### src/eag_pkg.sv
// Package for the effective address generator: widths, mode codes, fields.
// Assumes a 16-bit data path and 16 working registers.
package eag_pkg;
  localparam int unsigned DATA_W        = 16;
  localparam int unsigned REG_SEL_W     = 4;
  localparam int unsigned LIT8_W        = 8;
  localparam int unsigned LIT14_W       = 14;
  localparam int unsigned PIVOT_W       = 15;
  localparam int unsigned REV_EN_BIT    = 15;
  localparam logic [3:0]  SEL_X_PTR_A   = 4'h8;
  localparam logic [3:0]  SEL_X_PTR_B   = 4'h9;
  localparam logic [3:0]  SEL_Y_PTR_A   = 4'hA;
  localparam logic [3:0]  SEL_Y_PTR_B   = 4'hB;
  localparam logic [3:0]  SEL_NONE      = 4'hF;
  localparam logic [15:0] RST_WORD      = 16'h0000;

  // Addressing mode of one operand
  typedef enum logic [3:0] {
    AM_DIRECT,
    AM_INDIRECT,
    AM_POST_INC,
    AM_POST_DEC,
    AM_PRE_INC,
    AM_PRE_DEC,
    AM_INDEXED,
    AM_LIT_OFFSET,
    AM_LIT8,
    AM_LIT16
  } eag_mode_e;

  // Operation class being addressed
  typedef enum logic [2:0] {
    OC_TRANSFER,
    OC_MAC,
    OC_JUMP,
    OC_HOLD_OFF,
    OC_OTHER
  } eag_class_e;

  // Dual-operand post-modify choices
  typedef enum logic [2:0] {
    MM_NONE,
    MM_INC2,
    MM_INC4,
    MM_INC6,
    MM_DEC2,
    MM_DEC4,
    MM_DEC6,
    MM_INDEXED
  } eag_mac_mod_e;
endpackage

### src/eag_core.sv
// Effective address generator: one operand per cycle, registered results.
// Assumes the decoder presents pointer and offset values with the request.
`timescale 1ns/1ps

module eag_core (
  input  wire logic                        i_core_clk,
  input  wire logic                        i_rst_n,
  input  wire logic                        i_req,
  input  wire eag_pkg::eag_class_e         i_op_class,
  input  wire eag_pkg::eag_mode_e          i_mode,
  input  wire logic                        i_is_write,
  input  wire logic                        i_byte_op,
  input  wire logic [3:0]                  i_ptr_sel,
  input  wire logic [15:0]                 i_ptr_val,
  input  wire logic [3:0]                  i_offset_reg_field,
  input  wire logic [15:0]                 i_offset_val,
  input  wire logic [15:0]                 i_literal,
  input  wire logic [15:0]                 i_step,
  input  wire logic                        i_mac_is_y,
  input  wire eag_pkg::eag_mac_mod_e       i_mac_mod,
  input  wire logic [15:0]                 i_mod_enable_mask,
  input  wire logic [15:0]                 i_mod_start,
  input  wire logic [15:0]                 i_mod_end,
  input  wire logic [3:0]                  i_reversal_pointer_select,
  input  wire logic [15:0]                 i_reversal_modifier_reg,
  input  wire logic [15:0]                 i_x_space_lo,
  input  wire logic [15:0]                 i_x_space_hi,
  input  wire logic [15:0]                 i_y_space_lo,
  input  wire logic [15:0]                 i_y_space_hi,
  output logic                             o_valid,
  output logic [15:0]                      o_ea,
  output logic                             o_to_x_unit,
  output logic                             o_to_y_unit,
  output logic                             o_wb_en,
  output logic [3:0]                       o_wb_sel,
  output logic [15:0]                      o_wb_val,
  output logic [3:0]                       o_offset_sel,
  output logic [15:0]                      o_operand,
  output logic                             o_is_literal,
  output logic                             o_illegal,
  output logic                             o_space_err,
  output logic                             o_rev_used,
  output logic                             o_mod_used
);
  import eag_pkg::*;

  logic        mac_op;
  logic        illegal_c;
  logic        mac_y_c;
  logic [15:0] step_c;
  logic [15:0] offs_c;
  logic [15:0] mod_addr_c;
  logic [15:0] ea_c;
  logic [15:0] new_ptr_c;
  logic [15:0] rev_mod_c;
  logic [15:0] oper_c;
  logic        lit_c;
  logic        pre_c;
  logic        post_c;
  logic        incr_c;
  logic        modify_c;
  logic        mod_on_c;
  logic        rev_on_c;
  logic        mod_hit_c;
  logic        in_x_c;
  logic        in_y_c;
  logic        space_err_c;
  logic [15:0] buf_len_c;

  assign mac_op = (i_op_class == OC_MAC);

  // Only the pivot is reversed; pointer stays in normal order
  // Pivot is bits 14:0, enable sits at bit 15
  genvar gi;
  generate
    for (gi = 0; gi < PIVOT_W; gi++) begin : g_rev
      assign rev_mod_c[gi] = i_reversal_modifier_reg[PIVOT_W-1-gi];
    end
  endgenerate
  assign rev_mod_c[15] = 1'b0;

  // Dual-operand pointers fixed to their unit by register number
  always_comb begin
    mac_y_c = i_mac_is_y;
    if (mac_op) begin
      mac_y_c = (i_ptr_sel == SEL_Y_PTR_A) || (i_ptr_sel == SEL_Y_PTR_B);
    end
  end

  // Step and offset per mode; dual-operand modes restricted
  always_comb begin
    step_c = i_step;
    offs_c = RST_WORD;
    pre_c  = (i_mode == AM_PRE_INC) || (i_mode == AM_PRE_DEC);
    post_c = (i_mode == AM_POST_INC) || (i_mode == AM_POST_DEC);
    incr_c = (i_mode == AM_PRE_INC) || (i_mode == AM_POST_INC);
    if (mac_op) begin
      pre_c  = 1'b0;
      post_c = (i_mac_mod != MM_NONE) && (i_mac_mod != MM_INDEXED);
      incr_c = (i_mac_mod == MM_INC2) || (i_mac_mod == MM_INC4) ||
               (i_mac_mod == MM_INC6);
      unique case (i_mac_mod)
        MM_INC2, MM_DEC2: step_c = 16'h0002;
        MM_INC4, MM_DEC4: step_c = 16'h0004;
        MM_INC6, MM_DEC6: step_c = 16'h0006;
        default:          step_c = 16'h0000;
      endcase
      if (i_mac_mod == MM_INDEXED) begin
        offs_c = i_offset_val;
      end
    end else if (i_mode == AM_INDEXED) begin
      offs_c = i_offset_val;
    end else if (i_mode == AM_LIT_OFFSET) begin
      offs_c = i_literal;
    end
    modify_c = pre_c || post_c;
  end

  // Illegal dual-operand use: wrong pointer or indexing
  always_comb begin
    illegal_c = 1'b0;
    if (mac_op) begin
      illegal_c = (i_ptr_sel < SEL_X_PTR_A) || (i_ptr_sel > SEL_Y_PTR_B);
      if (i_mac_mod == MM_INDEXED && i_ptr_sel != SEL_X_PTR_B &&
          i_ptr_sel != SEL_Y_PTR_B) begin
        illegal_c = 1'b1;
      end
    end
  end

  // Reversal: non-dual-operand ops, word writes, pre/post increment only
  assign rev_on_c = (i_reversal_pointer_select != SEL_NONE) &&
                    i_reversal_modifier_reg[REV_EN_BIT] &&
                    (i_reversal_pointer_select == i_ptr_sel) &&
                    incr_c && (pre_c || post_c) && !mac_op &&
                    i_is_write && !i_byte_op;

  // Modulo on any working register, per-register enable
  assign mod_on_c  = i_mod_enable_mask[i_ptr_sel];
  assign buf_len_c = 16'(i_mod_end - i_mod_start + 16'h0001);

  // Modified address before correction
  always_comb begin
    if (modify_c) begin
      mod_addr_c = incr_c ? 16'(i_ptr_val + step_c)
                          : 16'(i_ptr_val - step_c);
    end else begin
      mod_addr_c = 16'(i_ptr_val + offs_c);
    end
  end

  // Crossing past a boundary, not only equal, is caught
  always_comb begin
    mod_hit_c = 1'b0;
    new_ptr_c = mod_addr_c;
    if (mod_on_c && modify_c && incr_c && mod_addr_c > i_mod_end) begin
      mod_hit_c = 1'b1;
      new_ptr_c = 16'(mod_addr_c - buf_len_c);
    end else if (mod_on_c && modify_c && !incr_c &&
                 mod_addr_c < i_mod_start) begin
      mod_hit_c = 1'b1;
      new_ptr_c = 16'(mod_addr_c + buf_len_c);
    end else if (mod_on_c && !modify_c && mod_addr_c > i_mod_end) begin
      mod_hit_c = 1'b1;
      new_ptr_c = 16'(mod_addr_c - buf_len_c);
    end
    if (rev_on_c) begin
      // Reversal wins; pivot scaled to bytes, LSB clear
      mod_hit_c = 1'b0;
      new_ptr_c = 16'((i_ptr_val + {rev_mod_c[14:0], 1'b0}) & 16'hFFFE);
    end
  end

  // Effective address: pre and offset forms use new value
  always_comb begin
    lit_c  = 1'b0;
    oper_c = RST_WORD;
    ea_c   = i_ptr_val;
    unique case (i_mode)
      AM_LIT8:   begin
        lit_c  = 1'b1;
        oper_c = {8'h00, i_literal[LIT8_W-1:0]};
      end
      AM_LIT16:  begin
        lit_c  = 1'b1;
        oper_c = i_literal;
      end
      AM_DIRECT: oper_c = i_ptr_val;
      default:   ea_c = (pre_c || !modify_c) ? new_ptr_c : i_ptr_val;
    endcase
    if (mac_op) begin
      lit_c = 1'b0;
      ea_c  = (i_mac_mod == MM_INDEXED) ? new_ptr_c : i_ptr_val;
    end
    if (i_op_class == OC_JUMP) begin
      lit_c  = 1'b1;
      oper_c = i_literal; // Signed 16-bit destination
    end else if (i_op_class == OC_HOLD_OFF) begin
      lit_c  = 1'b1;
      oper_c = {2'b00, i_literal[LIT14_W-1:0]};
    end
  end

  // Flag dual-operand addresses outside the owning space
  assign in_x_c = (ea_c >= i_x_space_lo) && (ea_c <= i_x_space_hi) &&
                  (new_ptr_c >= i_x_space_lo) && (new_ptr_c <= i_x_space_hi);
  assign in_y_c = (ea_c >= i_y_space_lo) && (ea_c <= i_y_space_hi) &&
                  (new_ptr_c >= i_y_space_lo) && (new_ptr_c <= i_y_space_hi);
  assign space_err_c = mac_op && (mac_y_c ? !in_y_c : !in_x_c);

  always_ff @(posedge i_core_clk or negedge i_rst_n) begin
    if (!i_rst_n) begin
      o_valid      <= 1'b0;
      o_ea         <= RST_WORD;
      o_operand    <= RST_WORD;
      o_is_literal <= 1'b0;
      o_illegal    <= 1'b0;
      o_space_err  <= 1'b0;
      o_to_x_unit  <= 1'b0;
      o_to_y_unit  <= 1'b0;
      o_offset_sel <= 4'h0;
    end else begin
      o_valid      <= i_req;
      o_ea         <= ea_c;
      o_operand    <= oper_c;
      o_is_literal <= i_req && lit_c;
      o_illegal    <= i_req && illegal_c;
      o_space_err  <= i_req && space_err_c;
      o_to_x_unit  <= i_req && (!mac_op ? !i_mac_is_y : !mac_y_c);
      o_to_y_unit  <= i_req && (!mac_op ? i_mac_is_y : mac_y_c);
      o_offset_sel <= i_offset_reg_field; // One field, both operands
    end
  end

  // Pointer write-back only for pre/post modify forms
  always_ff @(posedge i_core_clk or negedge i_rst_n) begin
    if (!i_rst_n) begin
      o_wb_en    <= 1'b0;
      o_wb_sel   <= 4'h0;
      o_wb_val   <= RST_WORD;
      o_rev_used <= 1'b0;
      o_mod_used <= 1'b0;
    end else begin
      o_wb_en    <= i_req && modify_c && !illegal_c && !lit_c;
      o_wb_sel   <= i_ptr_sel;
      o_wb_val   <= new_ptr_c;
      o_rev_used <= i_req && rev_on_c;
      o_mod_used <= i_req && mod_hit_c;
    end
  end

  property p_wb_only_modify;
    @(posedge i_core_clk) disable iff (!i_rst_n)
      (i_req && !modify_c) |=> !o_wb_en;
  endproperty
  a_wb_only_modify: assert property (p_wb_only_modify)
    else $error("pointer written back without modify mode");

  property p_offset_no_wb;
    @(posedge i_core_clk) disable iff (!i_rst_n)
      (i_req && !mac_op && i_mode == AM_INDEXED) |=> !o_wb_en;
  endproperty
  a_offset_no_wb: assert property (p_offset_no_wb)
    else $error("indexed access changed pointer");

  property p_route_x;
    @(posedge i_core_clk) disable iff (!i_rst_n)
      (i_req && mac_op && (i_ptr_sel == SEL_X_PTR_A ||
       i_ptr_sel == SEL_X_PTR_B)) |=> (o_to_x_unit && !o_to_y_unit);
  endproperty
  a_route_x: assert property (p_route_x)
    else $error("X prefetch pointer not routed to X unit");

  property p_rev_write_only;
    @(posedge i_core_clk) disable iff (!i_rst_n)
      (i_req && (!i_is_write || i_byte_op)) |=> !o_rev_used;
  endproperty
  a_rev_write_only: assert property (p_rev_write_only)
    else $error("bit reversal on read or byte access");

  property p_rev_lsb;
    @(posedge i_core_clk) disable iff (!i_rst_n)
      o_rev_used |-> (o_wb_val[0] == 1'b0 && !o_mod_used);
  endproperty
  a_rev_lsb: assert property (p_rev_lsb)
    else $error("reversed address odd or modulo also applied");

  property p_rev_sel_none;
    @(posedge i_core_clk) disable iff (!i_rst_n)
      (i_req && i_reversal_pointer_select == SEL_NONE) |=> !o_rev_used;
  endproperty
  a_rev_sel_none: assert property (p_rev_sel_none)
    else $error("reversal active with select 1111");

  property p_mac_bad_ptr;
    @(posedge i_core_clk) disable iff (!i_rst_n)
      (i_req && mac_op && i_mac_mod == MM_INDEXED &&
       i_ptr_sel == SEL_X_PTR_A) |=> o_illegal;
  endproperty
  a_mac_bad_ptr: assert property (p_mac_bad_ptr)
    else $error("indexed via first X pointer not flagged");

  property p_hold_off_lit;
    @(posedge i_core_clk) disable iff (!i_rst_n)
      (i_req && i_op_class == OC_HOLD_OFF) |=>
        (o_is_literal && o_operand[15:14] == 2'b00);
  endproperty
  a_hold_off_lit: assert property (p_hold_off_lit)
    else $error("hold-off literal wider than 14 bits");

  property p_mod_wrap;
    @(posedge i_core_clk) disable iff (!i_rst_n)
      (o_mod_used && o_wb_en) |->
        (o_wb_val >= $past(i_mod_start) && o_wb_val <= $past(i_mod_end));
  endproperty
  a_mod_wrap: assert property (p_mod_wrap)
    else $error("modulo wrap left the buffer");

endmodule // eag_core

### config.mk
export PLATFORM = sky130hd
export DESIGN_NAME = eag_core
export DESIGN_NICKNAME = d
export VERILOG_FILES = /design/src/eag_pkg.sv /design/src/eag_core.sv
export SDC_FILE = /design/constraint.sdc
export NUM_CORES = 1
export LEC_CHECK = 0
export BUFFER_PORTS_ARGS = -buffer_cell sky130_fd_sc_hd__buf_2
export CAP_MARGIN = 20
export CORE_ASPECT_RATIO = 1.25
export CORE_UTILIZATION = 56
export DETAILED_ROUTE_END_ITERATION = 10
export MAX_ROUTING_LAYER = met4
export PLACE_DENSITY = 0.84
export SETUP_SLACK_MARGIN = 0.3
export SLEW_MARGIN = 25
export SYNTH_ARGS = -nofsm -noshare
export SYNTH_HDL_FRONTEND = slang
export SYNTH_SLANG_ARGS = --single-unit
### constraint.sdc
create_clock -name i_core_clk -period 0.8 [get_ports i_core_clk]
set_clock_uncertainty 0.1 [all_clocks]
set_input_delay 0.16 -clock i_core_clk [delete_from_list [all_inputs] [get_ports i_core_clk]]
set_output_delay 0.16 -clock i_core_clk [all_outputs]
set_load 0.1 [all_outputs]
==> out/qor.csv, run 1 <==
stage,metric,value,unit
logic_synthesis,"area leader, netlist",ha_1,
clock_network,total CTS buffers,9,
floorplan,site row count,56,
logic_synthesis,Syn Inst Count,1311,
clock_network,H-tree levels,3,
clock_network,Post-CTS Resized,220,
clock_network,maximum buffer depth of the clock tree,2,
placement,Port Buf Inserts,284,
placement,placed cells,2243,
logic_synthesis,Syn. warnings,0,
clock_network,root buffer cell,clkbuf_16,
floorplan,Initial Utilization,57.5,%
logic_synthesis,synthesis-stage register bit count,65,
logic_synthesis,Yosys top cell area share,28.6,%
logic_synthesis,"EDFF count, synth",0,
logic_synthesis,Synthesized Nets,1785,
status,status,did not finish,
placement,routability cong.,1.11,
status,Halt Reason,"[ERROR DPL-0038] Utilization greater than 100%, impossible to legalize",
logic_synthesis,syn_area_per_cell,8.30,sq um
logic_synthesis,Synth cell types,77,
logic_synthesis,Netlist Area Pre-Place,10900,sq um
logic_synthesis,ys flop type,dfrtp_1,
floorplan,Die X,127,um
logic_synthesis,ys async rst share,100,%
status,Failed at,clock tree synthesis (4_1_cts),
logic_synthesis,"Seq/Total Area, Yosys",14.9,%
logic_synthesis,"top cells by area, synth","ha_1 (29%), dfrtp_1 (15%), inv_1 (4.7%)",
placement,detailed-placement wirelength estimate,48600,um
placement,Placed Area,17400,sq um
clock_network,Post-CTS Setup Repair Bufs,46,
floorplan,die height,158,um
clock_network,Clock Sinks,65,
floorplan,Ports,285,
==> Yosys cell counts, drive strengths merged (11+ instances only) <==
| master | count |
|---|---|
| a21oi | 98 |
| a211oi | 18 |
| a21o | 53 |
| buf | 14 |
| a221oi | 11 |
| o22ai | 16 |
| ha | 249 |
| nand2b | 18 |
| nand4 | 23 |
| dfrtp | 65 |
| xnor2 | 37 |
| xor2 | 23 |
| clkbuf | 16 |
| a22o | 22 |
| nand3 | 26 |
| o21bai | 12 |
| o21a | 16 |
| mux2 | 14 |
| nor3 | 36 |
| o21ai | 69 |
| nand2 | 56 |
| a31oi | 19 |
| a22oi | 15 |
| inv | 135 |
| o31ai | 11 |
| nor2 | 89 |
| and3 | 14 |
==> kinds of logic after synthesis <==
kind of cell,share of synthesized area (%)
compound gates,26.3
xor+xnor,4.83
fa+ha+maj,29.6
buf+inv,6.14
flops,14.9
mux,3.45
simple gates,14.8
==> stage by stage <==
stage               hold WS [ps]  worst slack, ps
global placement           -35.6            -6410
detailed placement         -11.8            -7210
floorplan                   -236            -6040
==> run 2, diff against run 1 <==
- CORE_ASPECT_RATIO: 1.25 -> default
- CORE_UTILIZATION: 56 -> 40
- MAX_ROUTING_LAYER: met4 -> default
- PLACE_DENSITY: 0.84 -> default
- PLACE_DENSITY_LB_ADDON: default -> 0.15
- SETUP_SLACK_MARGIN: 0.3 -> default
==> out/qor.csv, run 2 <==
stage,metric,value,unit,change
clock_network,CTS tree,built,,
sta,final-report hold violation count,5,,
floorplan,Ports,285,,unchanged
drt,iteration count of the initial detailed-routing pass,5,,
logic_synthesis,Syn Inst Count,1311,,unchanged
placement,routability cong.,1.03,,-7.0%
sta,period utilization,878,%,
cells_and_area,synthesis-to-finish area growth,82.3,%,
logic_synthesis,ys flop type,dfrtp_1,,
logic_synthesis,Syn. warnings,0,,unchanged
floorplan,die area,27900,sq um,
global_route,total global-route track usage,34.4,%,
flow_run,max-cap violations,0,,
sta,final setup violation count,120,,
drt,vias post-DR,13578,,
logic_synthesis,"EDFF count, synth",0,,unchanged
placement,dpl ws,-7130,ps,+88.5 ps
logic_synthesis,"top cells by area, synth","ha_1 (29%), dfrtp_1 (15%), inv_1 (4.7%)",,
floorplan,die height,167,um,+5.8%
sta,Max-slew headroom,63.7,%,
drt,final antenna-violating net count,0,,
clock_network,maximum buffer depth of the clock tree,2,,unchanged
logic_synthesis,synthesis-stage register bit count,65,,unchanged
critical_path,"critical path fanouts, max",7,,
global_route,largest net degree at the start of global routing,31,,
sta,max-slew violation count,0,,
cells_and_area,biggest regs,"o_ea (16), o_operand (16), o_wb_val (16)",,
cells_and_area,Filler cells,2038,,
logic_synthesis,Synthesized Nets,1785,,unchanged
pwr,Power Dens Cells,2830,nW/um^2,
pwr,Pwr Total,56100,uW,
clock_network,Worst-path clk slew,80,ps,
clock_network,H-tree levels,3,,unchanged
worst_hold_path,min-delay worst type,in -> reg,,
drt,Iter 0 DRT Violations,965,,
pwr,VDD IR-drop max,1.45,mV,
sta,Peak Freq,142,MHz,
floorplan,site row count,60,,+7.1%
pwr,leak pwr,0.0101,uW,
clock_network,root buffer cell,clkbuf_16,,
logic_synthesis,ys async rst share,100,%,unchanged
sta,Period minus WS final,7020,ps,
status,violated checks,"hold timing, setup timing",,
logic_synthesis,"area leader, netlist",ha_1,,
cells_and_area,most frequent cells in the layout,"buf_4 (440), ha_1 (241), buf_2 (211), inv_1 (132), buf_6 (81)",,
critical_path,type of destination of the critical path,flop,,
sta,hold slack final,-29.3,ps,
status,status,"finished, violations left",,
critical_path,critical path required time,930,ps,
critical_path,critical path's slowest cell,or3b_4,,
floorplan,core box area,26800,sq um,
critical_path,WS Path Type,in -> reg,,
global_route,first-pass GRT wire length,74200,um,
clock_network,Clock Sinks,65,,unchanged
critical_path,CP arrival,7150,ps,
sta,RSZ-0062 raised after global routing,true,,
global_route,initial antenna violation count,1,,
critical_path,Top delay family on crit path,compound AO/OA/AOI/OAI gates,,
global_route,gr ovfl total,0,,
critical_path,Worst Path Buf+Inv,6,,
cells_and_area,Multi-input gate area,9840,sq um,
logic_synthesis,"Seq/Total Area, Yosys",14.9,%,unchanged
logic_synthesis,top-count cell post-synth,ha_1,,
floorplan,Initial Utilization,40.6,%,-17 points
logic_synthesis,Yosys top cell area share,28.6,%,unchanged
cells_and_area,"Net count, final",2585,,
drt,DRC Markers,0,,
drt,Routed WL,49500,um,
sta,final worst slack,-6220,ps,
logic_synthesis,Netlist Area Pre-Place,10900,sq um,unchanged
placement,Port Buf Inserts,284,,unchanged
logic_synthesis,Synth top cells by count,"ha_1 (249), inv_1 (135), a21oi_1 (97), nor2_1 (89), o21ai_0 (69)",,
critical_path,CP most frequent cell,ha_4,,
global_route,vias in the first global route,13517,,
cells_and_area,"most common cell after layout, fill and taps aside",buf_4,,
logic_synthesis,syn_area_per_cell,8.30,sq um,unchanged
drt,drt via density,5.52,,
floorplan,Die X,167,um,+32%
drt,WL per Instance,20.1,um,
cells_and_area,layout cell share with drive strength beyond 1,50.9,%,
clock_network,total CTS buffers,9,,unchanged
placement,detailed-placement wirelength estimate,41400,um,-15%
clock_network,hold_buf cts,5,,
critical_path,CP peak stage delay,430,ps,
critical_path,Worst setup SP type,input port,,
logic_synthesis,Synth cell types,77,,unchanged
sta,Least-Margin Pin Slew,540,ps,
cells_and_area,Storage cell area,1870,sq um,
run 2: worst paths after layout:
path	startpoint	to	cells past startpoint
setup / recovery	i_op_class[2]	o_space_err$_DFF_PN0_	38
hold / removal	i_ptr_sel[0]	o_wb_sel[0]$_DFF_PN0_	2
max in group asynchronous	i_rst_n	o_wb_val[5]$_DFF_PN0_	3
min in group asynchronous	i_rst_n	o_wb_sel[0]$_DFF_PN0_	3
run 2: timing repair:
action                                 in CTS  in global routing
setup endpoints to repair                 121                121
resized for setup                         145                127
pin swaps                                  56                 63
gates cloned                                2                  1
endpoints found under the hold margin      76                  5
buffers inserted                           42                 34
run 2: cell type report:
type	count	share of cell area (%)
clock buffer	9	1.14
multi-input combinational	1083	49.6
antenna	1	0.0126
timing repair buffer	817	34.7
inverter	135	2.55
tap	341	2.15
clock inverter	7	0.391
sequential	65	9.43
run 2: cell families (layout without fill, tap and decap cells):
kind of cell	count (synthesis)	in the layout	share of synthesized area, %
and+or+nand+nor	318	320	14.8
xor gates and xnor gates	60	60	4.83
AOI/OAI and AO/OA	421	421	26.3
muxes	28	28	3.45
DFF	65	65	14.9
buffers and inverters	165	968	6.14
other	0	1	0
adders and majority gates	254	254	29.6
run 2: metrics by stage:
step	utilization [%]	area [sq um]	hold slack, ps	cells	TNS [ps]
5_1_grt	74.0	19800	-24.3	2458	-201060
6_report	74.0	19800	-29.3	2458	-193420
3_3_place_gp	66.0	17700	110	2368	-202710
3_5_place_dp	66.0	17700	112	2368	-203340
2_1_floorplan	-	11600	-236	1311	-162720
4_1_cts	71.0	19000	-31.8	2431	-189620
run 2: report_power, final:
| part | leakage, uW | internal [uW] | switching (uW) |
|---|---|---|---|
| logic | 0.00924 | 21700 | 24600 |
| registers | 0.000721 | 4700 | 755 |
| clock network | 0.000146 | 2450 | 1840 |
| total | 0.0101 | 28900 | 27200 |
run 2: routing by layer:
metal  vias up  track usage [%]  share of wire, %
li1       6525                -                 -
met1      6459             43.1                43
met2       478             59.7                48
met3       116             4.25               5.0
met4         0             13.3               4.2
met5         -                0                 0
No activity file was read; power rests on OpenSTA's default activity.
==> run 3, diff against run 2 <==
- CORE_MARGIN: default -> 2
==> out/qor.csv, run 3 (synthesis gave the netlist of run 2 again) <==
stage,metric,value,unit,change
status,status,"finished, violations left",,
placement,Placed Area,17700,sq um,+0.33%
drt,routed length on met3,2630,um,+6.0%
cells_and_area,synthesis-to-finish area growth,80.0,%,
clock_network,root buffer cell,clkbuf_16,,
pwr,Comb pwr share,82.2,%,-0.4 points
sta,RSZ-0062 raised after global routing,true,,
drt,drt via density,5.54,,+0.28%
drt,WL per Instance,19.8,um,-1.5%
placement,routability cong.,1.01,,-1.8%
critical_path,critical path required time,940,ps,about the same
pwr,leak pwr,0.0100,uW,-0.98%
critical_path,WS Path Type,in -> reg,,
cells_and_area,cell area after layout,19600,sq um,-1.3%
critical_path,CP arrival,7200,ps,+50 ps
critical_path,type of destination of the critical path,flop,,
placement,detailed-placement wirelength estimate,40400,um,-2.3%
floorplan,core box area,26800,sq um,unchanged
cells_and_area,Filler cells,2047,,+0.44%
floorplan,die height,169,um,+1.2%
critical_path,Setup crit start,i_op_class[1],,
critical_path,CP most frequent cell,buf_4,,
cells_and_area,layout cell share with drive strength beyond 1,50.3,%,-0.64 points
status,violated checks,"hold timing, setup timing",,
sta,Max-slew headroom,64.1,%,+0.42 points
sta,period utilization,883,%,+5.2 points
drt,Routed WL,48600,um,-1.8%
global_route,gr ovfl total,0,,unchanged
critical_path,Top delay family on crit path,compound AO/OA/AOI/OAI gates,,
critical_path,Worst setup SP type,input port,,
clock_network,Worst-path clk slew,70,ps,about the same
cells_and_area,Multi-input gate area,9760,sq um,-0.80%
clock_network,H-tree levels,3,,unchanged
sta,hold slack final,-214,ps,-185 ps
drt,iteration count of the initial detailed-routing pass,7,,+2
drt,met1 WL,19400,um,-7.8%
sta,max-slew violation count,0,,unchanged
global_route,initial antenna violation count,3,,+2
drt,vias post-DR,13566,,-0.088%
placement,Port Buf Inserts,284,,unchanged
pwr,VDD IR-drop max,1.47,mV,+1.7%
flow_run,max-cap violations,0,,unchanged
drt,final antenna-violating net count,0,,unchanged
critical_path,"critical path fanouts, max",8,,+1
global_route,first-pass GRT wire length,73700,um,-0.67%
floorplan,site row count,60,,unchanged
clock_network,hold_buf cts,4,,-1
worst_hold_path,min-delay worst type,in -> async,,
cells_and_area,Storage cell area,1870,sq um,unchanged
floorplan,Ports,285,,unchanged
floorplan,Initial Utilization,40.6,%,unchanged
clock_network,total CTS buffers,9,,unchanged
clock_network,Clock Sinks,65,,unchanged
floorplan,Die X,169,um,+1.2%
drt,DRC Markers,0,,unchanged
pwr,NetSw,27200,uW,about the same
pwr,Clk pwr share,8.1,%,+0.5 points
sta,Peak Freq,142,MHz,-0.59%
sta,Least-Margin Pin Slew,534,ps,-5.96 ps
pwr,Reg power frac,9.7,%,about the same
clock_network,CTS tree,built,,
pwr,sw frac,48.4,%,-0.12 points
sta,final worst slack,-6260,ps,-41.3 ps
critical_path,critical path's slowest cell,or3b_4,,
cells_and_area,biggest regs,"o_ea (16), o_operand (16), o_wb_val (16)",,
pwr,Power Dens Cells,2870,nW/um^2,+1.5%
cells_and_area,most frequent cells in the layout,"buf_4 (454), ha_1 (242), buf_2 (215), inv_1 (134), a21oi_1 (80)",,
cells_and_area,Layout Utilization,73.1,%,-0.93 points
floorplan,die area,28500,sq um,+2.4%
cells_and_area,"Net count, final",2574,,-0.43%
critical_path,Worst Path Buf+Inv,7,,+1
drt,WL met2,24000,um,+0.65%
global_route,largest net degree at the start of global routing,24,,-23%
cells_and_area,"most common cell after layout, fill and taps aside",buf_4,,
clock_network,maximum buffer depth of the clock tree,2,,unchanged
global_route,total global-route track usage,33.1,%,-1.3 points
drt,Iter 0 DRT Violations,812,,-16%
sta,final setup violation count,120,,unchanged
sta,final-report hold violation count,70,,+65
pwr,internal power,29000,uW,+0.50%
drt,top routing layer used,met4,,
sta,Period minus WS final,7060,ps,+41.3 ps
critical_path,CP peak stage delay,490,ps,+60 ps
global_route,vias in the first global route,14003,,+3.6%
-- run 3: cell types whose count changed in the layout (fill, tap and decap cells not counted), sizes merged --
cell | before | now
buf | 810 | 803
clkbuf | 11 | 9
diode | 1 | 3
bufinv | 1 | 2
clkinvlp | 1 | 0
dlygate4sd3 | 5 | 4
or3b | 2 | 1
-- run 3: final timing paths --
check | to | slack, ps | cells after the start
max | o_space_err$_DFF_PN0_ | -6260 | 37
min | o_operand[0]$_DFF_PN0_ | -210 | 2
max in group asynchronous | o_wb_val[2]$_DFF_PN0_ | 550 | 2
min in group i_core_clk | o_operand[2]$_DFF_PN0_ | -40 | 2
-- run 3: power groups by stage --
stage               Sequential [uW]  Clock (uW)  Combinational (uW)
floorplan                     11400           0               16800
global placement               5490           0               39600
detailed placement             5520           0               40400
CTS                            5450        4600               44000
global route                   5530        4730               49100
finish                         5430        4570               46200
-- run 3: final cells by class --
type                       count  share of cell area, %
multi-input combinational   1082                   49.8
timing repair buffer         807                   34.1
sequential                    65                   9.55
inverter                     135                   2.63
tap                          341                   2.18
clock buffer                   9                   1.15
clock inverter                 7                  0.524
antenna                        3                 0.0383
-- run 3: through the flow --
step	instances	setup slack (ps)	total power [uW]	setup TNS [ps]
final	2449	-6260	56200	-195770
after global routing	2449	-6630	59300	-206470
after CTS	2433	-6030	54100	-188180
after detailed placement	2374	-7090	46000	-202590
after global placement	2374	-6920	45100	-197880
after floorplan	1311	-6040	28200	-162720
-- run 3: per-layer routing --
| metal | GRT usage [%] | vias to the layer above |
|---|---|---|
| met5 | 0 | - |
| met4 | 16.0 | 0 |
| met3 | 4.42 | 139 |
| met2 | 59.1 | 543 |
| met1 | 39.1 | 6363 |
| li1 | - | 6521 |
-- run 3: timing repair --
| action | 4_1_cts | 5_1_grt |
|---|---|---|
| hold endpoints to repair | 74 | 69 |
| setup buffers | 41 | 19 |
| pin swaps | 56 | 23 |
| setup endpoints to repair | 121 | 121 |
| gates cloned | 2 | 0 |
| resized for setup | 180 | 50 |
